## src/shared/prc_pkg.sv

```systemverilog
`default_nettype none
package prc_pkg;
    localparam logic [7:0] ADDR_BUF_IRQ_EN = 8'h0c;
    localparam logic [7:0] ADDR_CPU_IRQ_EN = 8'h0b;
    localparam logic [7:0] ADDR_REVISION = 8'h10;
    localparam logic [7:0] ADDR_SOFT_RESET = 8'h11;
    localparam logic [7:0] ADDR_POWER_CTRL = 8'h12;
    localparam logic [7:0] ADDR_SETTLE_HI = 8'h14;
    localparam logic [7:0] ADDR_SETTLE_LO = 8'h15;

    localparam logic [7:0] BUF_IRQ_EN_RESET = 8'h00;
    localparam logic [7:0] BUF_IRQ_EN_MASK = 8'h87;
    localparam logic [7:0] CPU_IRQ_EN_RESET = 8'h00;
    localparam logic [7:0] CPU_IRQ_EN_MASK = 8'h83;
    localparam logic [7:0] SOFT_RESET_RESET = 8'h80;
    localparam logic [15:0] SETTLE_RESET = 16'h0000;

    localparam int BIT_XCVR_RESET = 7;
    localparam int BIT_WHOLE_RESET = 0;
    localparam int BIT_REQ_SLEEP = 7;
    localparam int BIT_REQ_WAKE = 6;
    localparam int BIT_REQ_CUTOFF = 5;

    // top status bit positions
    localparam int TOP_BIT_CPU = 5;
    localparam int TOP_BIT_BUF = 4;
    localparam int TOP_BIT_DONE = 0;

    localparam logic [1:0] PSTATE_SLEEP = 2'b00;
    localparam logic [1:0] PSTATE_OSC_ONLY = 2'b01;
    localparam logic [1:0] PSTATE_ACTIVE = 2'b11;

    localparam int CLOCK_HZ = 50_000_000;
    localparam int PLL_SETTLE_US = 250;
    localparam int PLL_SETTLE_CYCLES = (PLL_SETTLE_US * (CLOCK_HZ / 1_000_000));
    localparam int STOP_STEP_CYCLES = 1;
endpackage
`default_nettype wire

```

## src/shared/prc_clk_if.sv

```systemverilog
`default_nettype none
interface prc_clk_if;
    logic osc_start;
    logic [15:0] settle_count;
    logic osc_ready;
    logic pll_start;
    logic pll_ready;
    logic stop_all;
    modport ctrl (output osc_start, output settle_count, output pll_start, output stop_all,
        input osc_ready, input pll_ready);
    modport timer (input osc_start, input settle_count, input pll_start, input stop_all,
        output osc_ready, output pll_ready);
endinterface
`default_nettype wire

```

## src/design/prc_settle_timer.sv

```systemverilog
`default_nettype none
module prc_settle_timer #(
    parameter int PLL_CYCLES = prc_pkg::PLL_SETTLE_CYCLES
) (
    input wire logic i_clock,
    input wire logic i_rst_b,
    prc_clk_if.timer bus
);
    typedef struct packed {
        logic [15:0] osc_cnt;
        logic osc_run;
        logic osc_ready;
        logic [31:0] pll_cnt;
        logic pll_run;
        logic pll_ready;
    } prc_tmr_t;
    prc_tmr_t s_q, s_d;

    always_comb begin
        s_d = s_q;
        if (bus.stop_all) begin
            s_d = '0;
        end else begin
            // oscillator settle down-counter, gate opens at zero
            if (bus.osc_start && !s_q.osc_run && !s_q.osc_ready) begin
                s_d.osc_cnt = bus.settle_count;
                s_d.osc_run = 1'b1;
            end else if (s_q.osc_run) begin
                if (s_q.osc_cnt == 16'h0000) begin
                    s_d.osc_run = 1'b0;
                    s_d.osc_ready = 1'b1;
                end else begin
                    s_d.osc_cnt = s_q.osc_cnt - 16'h0001;
                end
            end
            if (bus.pll_start && !s_q.pll_run && !s_q.pll_ready) begin
                s_d.pll_cnt = 32'(PLL_CYCLES - 1);
                s_d.pll_run = 1'b1;
            end else if (s_q.pll_run) begin
                if (s_q.pll_cnt == 32'h0000_0000) begin
                    s_d.pll_run = 1'b0;
                    s_d.pll_ready = 1'b1;
                end else begin
                    s_d.pll_cnt = s_q.pll_cnt - 32'h0000_0001;
                end
            end
        end
    end

    always_ff @(posedge i_clock or negedge i_rst_b) begin
        if (!i_rst_b) begin
            s_q <= '0;
        end else begin
            s_q <= s_d;
        end
    end

    assign bus.osc_ready = s_q.osc_ready;
    assign bus.pll_ready = s_q.pll_ready;
endmodule
`default_nettype wire

```

## src/design/prc_power_ctrl.sv

```systemverilog
`default_nettype none
module prc_power_ctrl #(
    parameter int PLL_CYCLES = prc_pkg::PLL_SETTLE_CYCLES,
    parameter logic [7:0] REVISION = 8'h5a // arbitrary value
) (
    input wire logic i_clock,
    input wire logic i_rst_b,
    input wire logic i_chip_select_n,
    input wire logic i_wr_strobe,
    input wire logic i_rd_strobe,
    input wire logic [7:0] i_addr,
    input wire logic [7:0] i_wdata,
    input wire logic [7:0] i_processor_event_status,
    input wire logic [7:0] i_buffer_event_status,
    input wire logic [7:0] i_main_enable,
    input wire logic [7:0] i_top_irq_other,
    input wire logic i_top_done_clear,
    output logic [7:0] o_rdata,
    output logic [7:0] o_top_irq_status,
    output logic o_irq_out_n,
    output logic o_transceiver_reset,
    output logic o_whole_chip_reset,
    output logic o_input_cutoff,
    output logic o_osc_enable,
    output logic o_pll_enable,
    output logic [1:0] o_power_state
);
    typedef enum logic [5:0] {
        ST_ACTIVE = 6'b00_0001,
        ST_STOP_PLL = 6'b00_0010,
        ST_STOP_OSC = 6'b00_0100,
        ST_SLEEP = 6'b00_1000,
        ST_OSC_WAIT = 6'b01_0000,
        ST_PLL_WAIT = 6'b10_0000
    } prc_state_t;

    typedef struct packed {
        logic [1:0] rst_sync;
        logic [7:0] buf_en;
        logic [7:0] cpu_en;
        logic xcvr_rst;
        logic whole_rst;
        logic req_sleep;
        logic req_wake;
        logic cutoff;
        logic [15:0] settle;
        prc_state_t state;
        logic done_flag;
        logic [7:0] rdata;
        logic [7:0] top;
        logic irq_n;
        logic osc_en;
        logic pll_en;
        logic [1:0] pstate;
    } prc_ctl_t;

    prc_ctl_t s_q, s_d;
    logic rst_int_b;
    logic soft_b;
    logic wr;
    logic rd;
    prc_clk_if clk_bus();

    function automatic logic [1:0] state_code(input prc_state_t st);
        unique case (st)
            ST_ACTIVE, ST_STOP_PLL: state_code = prc_pkg::PSTATE_ACTIVE;
            ST_STOP_OSC, ST_OSC_WAIT, ST_PLL_WAIT: state_code = prc_pkg::PSTATE_OSC_ONLY;
            ST_SLEEP: state_code = prc_pkg::PSTATE_SLEEP;
            default: state_code = prc_pkg::PSTATE_ACTIVE;
        endcase
    endfunction

    // reset sync lives in its own flops so the soft reset cannot clear it
    logic [1:0] sync_q;
    always_ff @(posedge i_clock or negedge i_rst_b) begin
        if (!i_rst_b) begin
            sync_q <= 2'b00;
        end else begin
            sync_q <= {sync_q[0], 1'b1};
        end
    end
    assign rst_int_b = sync_q[1];
    // the soft reset pulse clears logic without replaying the power-on period
    assign soft_b = !s_q.whole_rst;

    // accesses during sleep still decode; during cutoff only reads decode, so the cutoff-clearing read stays reachable
    assign wr = !i_chip_select_n && i_wr_strobe && !s_q.cutoff;
    assign rd = !i_chip_select_n && i_rd_strobe;

    assign clk_bus.osc_start = (s_q.state == ST_OSC_WAIT);
    assign clk_bus.settle_count = s_q.settle;
    assign clk_bus.pll_start = (s_q.state == ST_PLL_WAIT);
    assign clk_bus.stop_all = (s_q.state == ST_SLEEP) || !soft_b;

    prc_settle_timer #(.PLL_CYCLES(PLL_CYCLES)) u_timer (
        .i_clock(i_clock),
        .i_rst_b(rst_int_b),
        .bus(clk_bus)
    );

    always_comb begin
        s_d = s_q;
        // only the second synchroniser flop is read
        s_d.rst_sync = {sync_q[1], sync_q[1]};
        s_d.whole_rst = 1'b0;
        if (wr) begin
            unique case (i_addr)
                prc_pkg::ADDR_BUF_IRQ_EN: s_d.buf_en = i_wdata & prc_pkg::BUF_IRQ_EN_MASK;
                prc_pkg::ADDR_CPU_IRQ_EN: s_d.cpu_en = i_wdata & prc_pkg::CPU_IRQ_EN_MASK;
                prc_pkg::ADDR_SOFT_RESET: begin
                    s_d.xcvr_rst = i_wdata[prc_pkg::BIT_XCVR_RESET];
                    s_d.whole_rst = i_wdata[prc_pkg::BIT_WHOLE_RESET];
                end
                prc_pkg::ADDR_POWER_CTRL: begin
                    if (i_wdata[prc_pkg::BIT_REQ_SLEEP] && s_q.state == ST_ACTIVE) begin
                        s_d.req_sleep = 1'b1;
                    end
                    if (i_wdata[prc_pkg::BIT_REQ_WAKE] && s_q.state == ST_SLEEP) begin
                        s_d.req_wake = 1'b1;
                    end
                    if (i_wdata[prc_pkg::BIT_REQ_CUTOFF] && s_q.state == ST_SLEEP) begin
                        s_d.cutoff = 1'b1;
                    end
                end
                prc_pkg::ADDR_SETTLE_HI: s_d.settle[15:8] = i_wdata;
                prc_pkg::ADDR_SETTLE_LO: s_d.settle[7:0] = i_wdata;
                default: ;
            endcase
        end
        if (rd && i_addr == prc_pkg::ADDR_POWER_CTRL && s_q.cutoff) begin
            s_d.cutoff = 1'b0;
        end

        s_d.done_flag = s_q.done_flag && !i_top_done_clear;
        unique case (s_q.state)
            ST_ACTIVE: begin
                if (s_q.req_sleep) begin
                    s_d.state = ST_STOP_PLL;
                end
            end
            ST_STOP_PLL: begin
                s_d.pll_en = 1'b0;
                s_d.state = ST_STOP_OSC;
            end
            ST_STOP_OSC: begin
                s_d.osc_en = 1'b0;
                s_d.state = ST_SLEEP;
                s_d.req_sleep = 1'b0;
                s_d.done_flag = 1'b1;
            end
            ST_SLEEP: begin
                if (s_q.req_wake) begin
                    s_d.osc_en = 1'b1;
                    s_d.state = ST_OSC_WAIT;
                end
            end
            ST_OSC_WAIT: begin
                if (clk_bus.osc_ready) begin
                    s_d.pll_en = 1'b1;
                    s_d.state = ST_PLL_WAIT;
                end
            end
            ST_PLL_WAIT: begin
                if (clk_bus.pll_ready) begin
                    s_d.state = ST_ACTIVE;
                    s_d.req_wake = 1'b0;
                    s_d.done_flag = 1'b1;
                end
            end
            default: s_d.state = ST_ACTIVE;
        endcase
        s_d.pstate = state_code(s_d.state);

        s_d.top = i_top_irq_other;
        s_d.top[prc_pkg::TOP_BIT_CPU] = |(i_processor_event_status & s_q.cpu_en);
        s_d.top[prc_pkg::TOP_BIT_BUF] = |(i_buffer_event_status & s_q.buf_en);
        s_d.top[prc_pkg::TOP_BIT_DONE] = s_d.done_flag;
        s_d.irq_n = !(|(s_d.top & i_main_enable));

        s_d.rdata = 8'h00;
        if (rd) begin
            unique case (i_addr)
                prc_pkg::ADDR_BUF_IRQ_EN: s_d.rdata = s_q.buf_en;
                prc_pkg::ADDR_CPU_IRQ_EN: s_d.rdata = s_q.cpu_en;
                prc_pkg::ADDR_REVISION: s_d.rdata = REVISION;
                prc_pkg::ADDR_SOFT_RESET: s_d.rdata = {s_q.xcvr_rst, 7'h00};
                prc_pkg::ADDR_POWER_CTRL: begin
                    s_d.rdata = {s_q.req_sleep, s_q.req_wake, 4'h0,
                        state_code(s_q.state)};
                end
                prc_pkg::ADDR_SETTLE_HI: s_d.rdata = s_q.settle[15:8];
                prc_pkg::ADDR_SETTLE_LO: s_d.rdata = s_q.settle[7:0];
                default: s_d.rdata = 8'h00;
            endcase
        end
    end

    always_ff @(posedge i_clock or negedge rst_int_b) begin
        if (!rst_int_b) begin
            s_q.rst_sync <= 2'b00;
            s_q.buf_en <= prc_pkg::BUF_IRQ_EN_RESET;
            s_q.cpu_en <= prc_pkg::CPU_IRQ_EN_RESET;
            s_q.xcvr_rst <= prc_pkg::SOFT_RESET_RESET[prc_pkg::BIT_XCVR_RESET];
            s_q.whole_rst <= 1'b0;
            s_q.req_sleep <= 1'b0;
            s_q.req_wake <= 1'b0;
            s_q.cutoff <= 1'b0;
            s_q.settle <= prc_pkg::SETTLE_RESET;
            s_q.state <= ST_ACTIVE;
            s_q.done_flag <= 1'b0;
            s_q.rdata <= 8'h00;
            s_q.top <= 8'h00;
            s_q.irq_n <= 1'b1;
            s_q.osc_en <= 1'b1;
            s_q.pll_en <= 1'b1;
            s_q.pstate <= prc_pkg::PSTATE_ACTIVE;
        end else if (!soft_b) begin
            // whole-chip soft reset: same values except rst_sync, host bus config lives outside this block
            s_q <= '0;
            s_q.rst_sync <= s_d.rst_sync;
            s_q.xcvr_rst <= 1'b1;
            s_q.state <= ST_ACTIVE;
            s_q.irq_n <= 1'b1;
            s_q.osc_en <= 1'b1;
            s_q.pll_en <= 1'b1;
            s_q.pstate <= prc_pkg::PSTATE_ACTIVE;
        end else begin
            s_q <= s_d;
        end
    end

    assign o_rdata = s_q.rdata;
    assign o_top_irq_status = s_q.top;
    assign o_irq_out_n = s_q.irq_n;
    assign o_transceiver_reset = s_q.xcvr_rst;
    assign o_whole_chip_reset = s_q.whole_rst;
    assign o_input_cutoff = s_q.cutoff;
    assign o_osc_enable = s_q.osc_en;
    assign o_pll_enable = s_q.pll_en;
    assign o_power_state = s_q.pstate;
endmodule
`default_nettype wire

```

## config.mk

```make
export PLATFORM = sky130hd
export DESIGN_NAME = prc_power_ctrl
export DESIGN_NICKNAME = d
export VERILOG_FILES = /design/src/shared/prc_pkg.sv /design/src/shared/prc_clk_if.sv /design/src/design/prc_settle_timer.sv /design/src/design/prc_power_ctrl.sv
export SDC_FILE = /design/constraint.sdc
export NUM_CORES = 1
export LEC_CHECK = 0
export BUFFER_PORTS_ARGS = -buffer_cell sky130_fd_sc_hd__buf_2
export CAP_MARGIN = 20
export CELL_PAD_IN_SITES_DETAIL_PLACEMENT = 0
export CELL_PAD_IN_SITES_GLOBAL_PLACEMENT = 1
export CORE_MARGIN = 2
export CORE_UTILIZATION = 49
export DETAILED_ROUTE_END_ITERATION = 8
export PLACE_DENSITY_LB_ADDON = 0.2
export SYNTH_ARGS = -nofsm -noshare
export SYNTH_HDL_FRONTEND = slang
export SYNTH_HIERARCHICAL = 1
export SYNTH_SLANG_ARGS = --single-unit
```

## constraint.sdc

```tcl
create_clock -name i_clock -period 6.63 [get_ports i_clock]
set_input_delay 0.3315 -clock i_clock [delete_from_list [all_inputs] [get_ports i_clock]]
set_output_delay 0.3315 -clock i_clock [all_outputs]
set_load 0.01 [all_outputs]
```

==> impl_metrics.tcl <==
set metrics [dict create \
    outcome "finished, final reports clean" \
    clock_sinks 109 \
    syn_area_um2 6220 \
    crit_buf_inv 0 \
    asyncSetResetFlopFracSynth 1.00 \
    numCtsBuffers 9 \
    ant_nets 0 \
    syn_nets 714 \
    grt_pass1_vias 4786 \
    synth-seq-cells 109 \
    timing.rr.start "s_q[27]" \
    synth_common_cells "dfrtp_1, nor2_1, nand2_1" \
    synth-seq-area-share 0.440 \
    cpPeakStageDelay_ns 0.69 \
    cp_max_fo 18 \
    fin_crit_ns 4.04 \
    overflow 0 \
    dp_hpwl_mm 10.4 \
    slew_headroom 0.364 \
    synth_edf_count 0 \
    io_buffers 65 \
    period_share 0.609 \
    clk_pin_slew_ns 0.08 \
    cp.arrival_ns 4.33 \
    ys_types 75 \
    synth.top_cells.by_area "dfrtp_1, mux2i_1, nor2_1, dfstp_2, nand2_1" \
    synth_ff_type "dfrtp_1" \
    synthToLayoutAreaGrowth_pct 9.60 \
    setup_tns_ns 0 \
    syn_area_per_cell_um2 9.46 \
    vias_per_cell 6.01 \
    stdcell_area_um2 6820 \
    start_util 0.497 \
    cp.required_ns 6.92 \
    cts_setup_buffers 0 \
    grt_pass1_wl_mm 24.4 \
    std_cell_rows 41 \
    place_area_um2 6500 \
    start_kind "flop" \
    drt_iter0_drc 444 \
    ir_drop_mv 0.180 \
    htreeDepth 3 \
    wirelength_mm 14.8 \
    hold_buffers 1 \
    cts-root-buf "clkbuf_16" \
    rsz0062_at_grt "false" \
    path_class "reg -> reg" \
    fmax_mhz 248 \
    finalNetCount 746 \
    synth_warnings 6 \
    setup_viol 0 \
    rrSetupSlack_ns 2.59 \
    io_pins 78 \
    dr_total_vias 5201 \
    cts.path.max_buffers 2 \
    min-delay-start "i_main_enable[0]" \
    fin_worst_skew_ns 0.00617 \
    drv_cap 0 \
    coreArea_um2 12500 \
    synthDominantAreaCellType "dfrtp_1" \
    yosysMostFrequentCell "dfrtp_1" \
    avgRoutedWirePerCell_um 17.1 \
    diodes 0 \
    layout-drive-gt1-share 0.183 \
    finalHoldViolCount 0 \
    yosysTopAreaCellShare 0.410 \
    r2r_end "u_timer/s_q[31]" \
    hold-path-cell-count 2 \
    worst_hold_path_type "in -> reg" \
    synthCells 657 \
    critPathTopFamily "simple AND/OR/NAND/NOR gates" \
    slew_violations 0 \
    grt_use_total 0.229 \
    grt_start_max_net_pins 81 \
    path_cells "or4_4 > or2_2 > nand2b_1 > or2_2 > nand2b_1 > nand4_1 > or4b_2 > a21oi_1" \
    fillers 1181 \
    ff2ff_path_depth 8 \
    cellPowerDensity_nw_per_um2 305 \
    drc 0 \
    insertion_delay_ns 0.36 \
    cts_resized 0 \
    drt_first_pass_iters 5 \
    worst_pin_slew_ns 0.947 \
    dieHeight_um 117 \
    die_w_um 117 \
    hold_path_end "o_irq_out_n" \
    grt_antenna_before_repair 0 \
    dieArea_um2 13600 \
    endpoint_kind "flop" \
    critical-path-slowest-cell "or4b_2" \
    leakage_nw 3.09 \
    cts_tree "built" \
    globalplace.congestion 0.869 \
]
-- kinds of logic (layout without fill, tap and decap cells) --
family	Yosys count	count (layout)	share of synthesized area
AO/OA/AOI/OAI	150	150	0.169
XOR/XNOR	16	16	0.0225
adder cells (fa/ha/maj)	4	4	0.00785
buffers and inverters	66	103	0.0579
flip-flops	109	109	0.440
multiplexers	30	30	0.0487
other	1	1	0.000603
AND/OR/NAND/NOR	281	281	0.254
-- sequential cells by signal, summed over array words and instances (netlist names) --
register and flops:
u_timer/s_q 50, clk_bus.settle_count 16, s_q 15, o_rdata 8, o_top_irq_status 8, o_power_state 2
sync_q 2, o_input_cutoff 1, o_irq_out_n 1, o_osc_enable 1, o_pll_enable 1, o_transceiver_reset 1
o_whole_chip_reset 1, u_timer/bus.osc_ready 1, u_timer/bus.pll_ready 1
-- through the flow --
stage / utilization / hold WS, ns / power (W) / setup slack (ns) / cells
global placement: 0.518 / 0.116 / 0.00153 / 2.70 / 847
detailed placement: 0.519 / 0.119 / 0.00155 / 2.62 / 848
CTS: 0.543 / 0.102 / 0.00209 / 2.60 / 865
floorplan: - / 0.0359 / 0.00140 / 3.38 / 657
finish: 0.544 / 0.117 / 0.00208 / 2.59 / 866
global route: 0.544 / 0.108 / 0.00222 / 2.32 / 866
-- where the power goes --
part	switching, W	internal (W)	total [W]
clock	0.000273	0.000265	0.000538
combinational	0.000331	0.000260	0.000590
sequential	0.000167	0.000787	0.000954
total	0.000770	0.00131	0.00208
-- layer usage --
metal | vias to the layer above | track usage | share of wire
met5 | - | 0 | 0
met1 | 2579 | 0.323 | 0.47
met3 | 21 | 0.0462 | 0.037
met4 | 0 | 0.0737 | 0.018
met2 | 108 | 0.357 | 0.47
li1 | 2493 | - | -
-- worst reg2reg max path, cell delays in order (launching register included) --
cell and delay [ns]:
dfrtp_1 0.50, or4_4 0.59, or2_2 0.36, nand2b_1 0.56
or2_2 0.26, nand2b_1 0.49, nand4_1 0.37, or4b_2 0.69
a21oi_1 0.15
-- cells in the final DEF (no fill, tap or decap), drive strengths merged, types with 4 or more instances in the layout --
| master | count |
|---|---|
| a21oi | 34 |
| nand4 | 18 |
| a31oi | 9 |
| nor4 | 15 |
| or2 | 9 |
| xnor2 | 7 |
| inv | 20 |
| or4 | 17 |
| o21bai | 4 |
| mux2i | 28 |
| dfrtp | 102 |
| nand2 | 46 |
| or3 | 13 |
| nand2b | 14 |
| a2bb2oi | 4 |
| o211ai | 11 |
| a221oi | 4 |
| dfstp | 7 |
| buf | 71 |
| nor3 | 16 |
| nor2b | 13 |
| nor3b | 6 |
| o22ai | 5 |
| nor4b | 4 |
| nor2 | 66 |
| nand3b | 5 |
| o21ai | 21 |
| a211oi | 10 |
| clkbuf | 9 |
| o31ai | 13 |
| xor2 | 9 |
| a22oi | 7 |
| nand3 | 19 |
-- cell type report --
class | count | area [um^2] | share of cell area
well taps | 172 | 215 | 0.0316
flip-flops and latches | 109 | 2740 | 0.402
inverters | 15 | 56.3 | 0.00826
clock inverters | 7 | 63.8 | 0.00936
clock buffers | 9 | 225 | 0.0330
repair buffers | 72 | 393 | 0.0576
multi-input cells | 482 | 3120 | 0.458
-- worst max path at each step --
stage | from | endpoint | slack (ns) | cells after the start
after CTS | s_q[26] | u_timer/s_q[31] | 2.60 | 8
after detailed placement | s_q[26] | u_timer/s_q[31] | 2.62 | 8
after global routing | s_q[26] | u_timer/s_q[31] | 2.32 | 8
final | s_q[27] | u_timer/s_q[31] | 2.59 | 8
after floorplan | sync_q[1] | clk_bus.settle_count[0] | 3.38 | 0
after global placement | s_q[26] | u_timer/s_q[31] | 2.70 | 8
No activity file was read; power rests on OpenSTA's default activity.
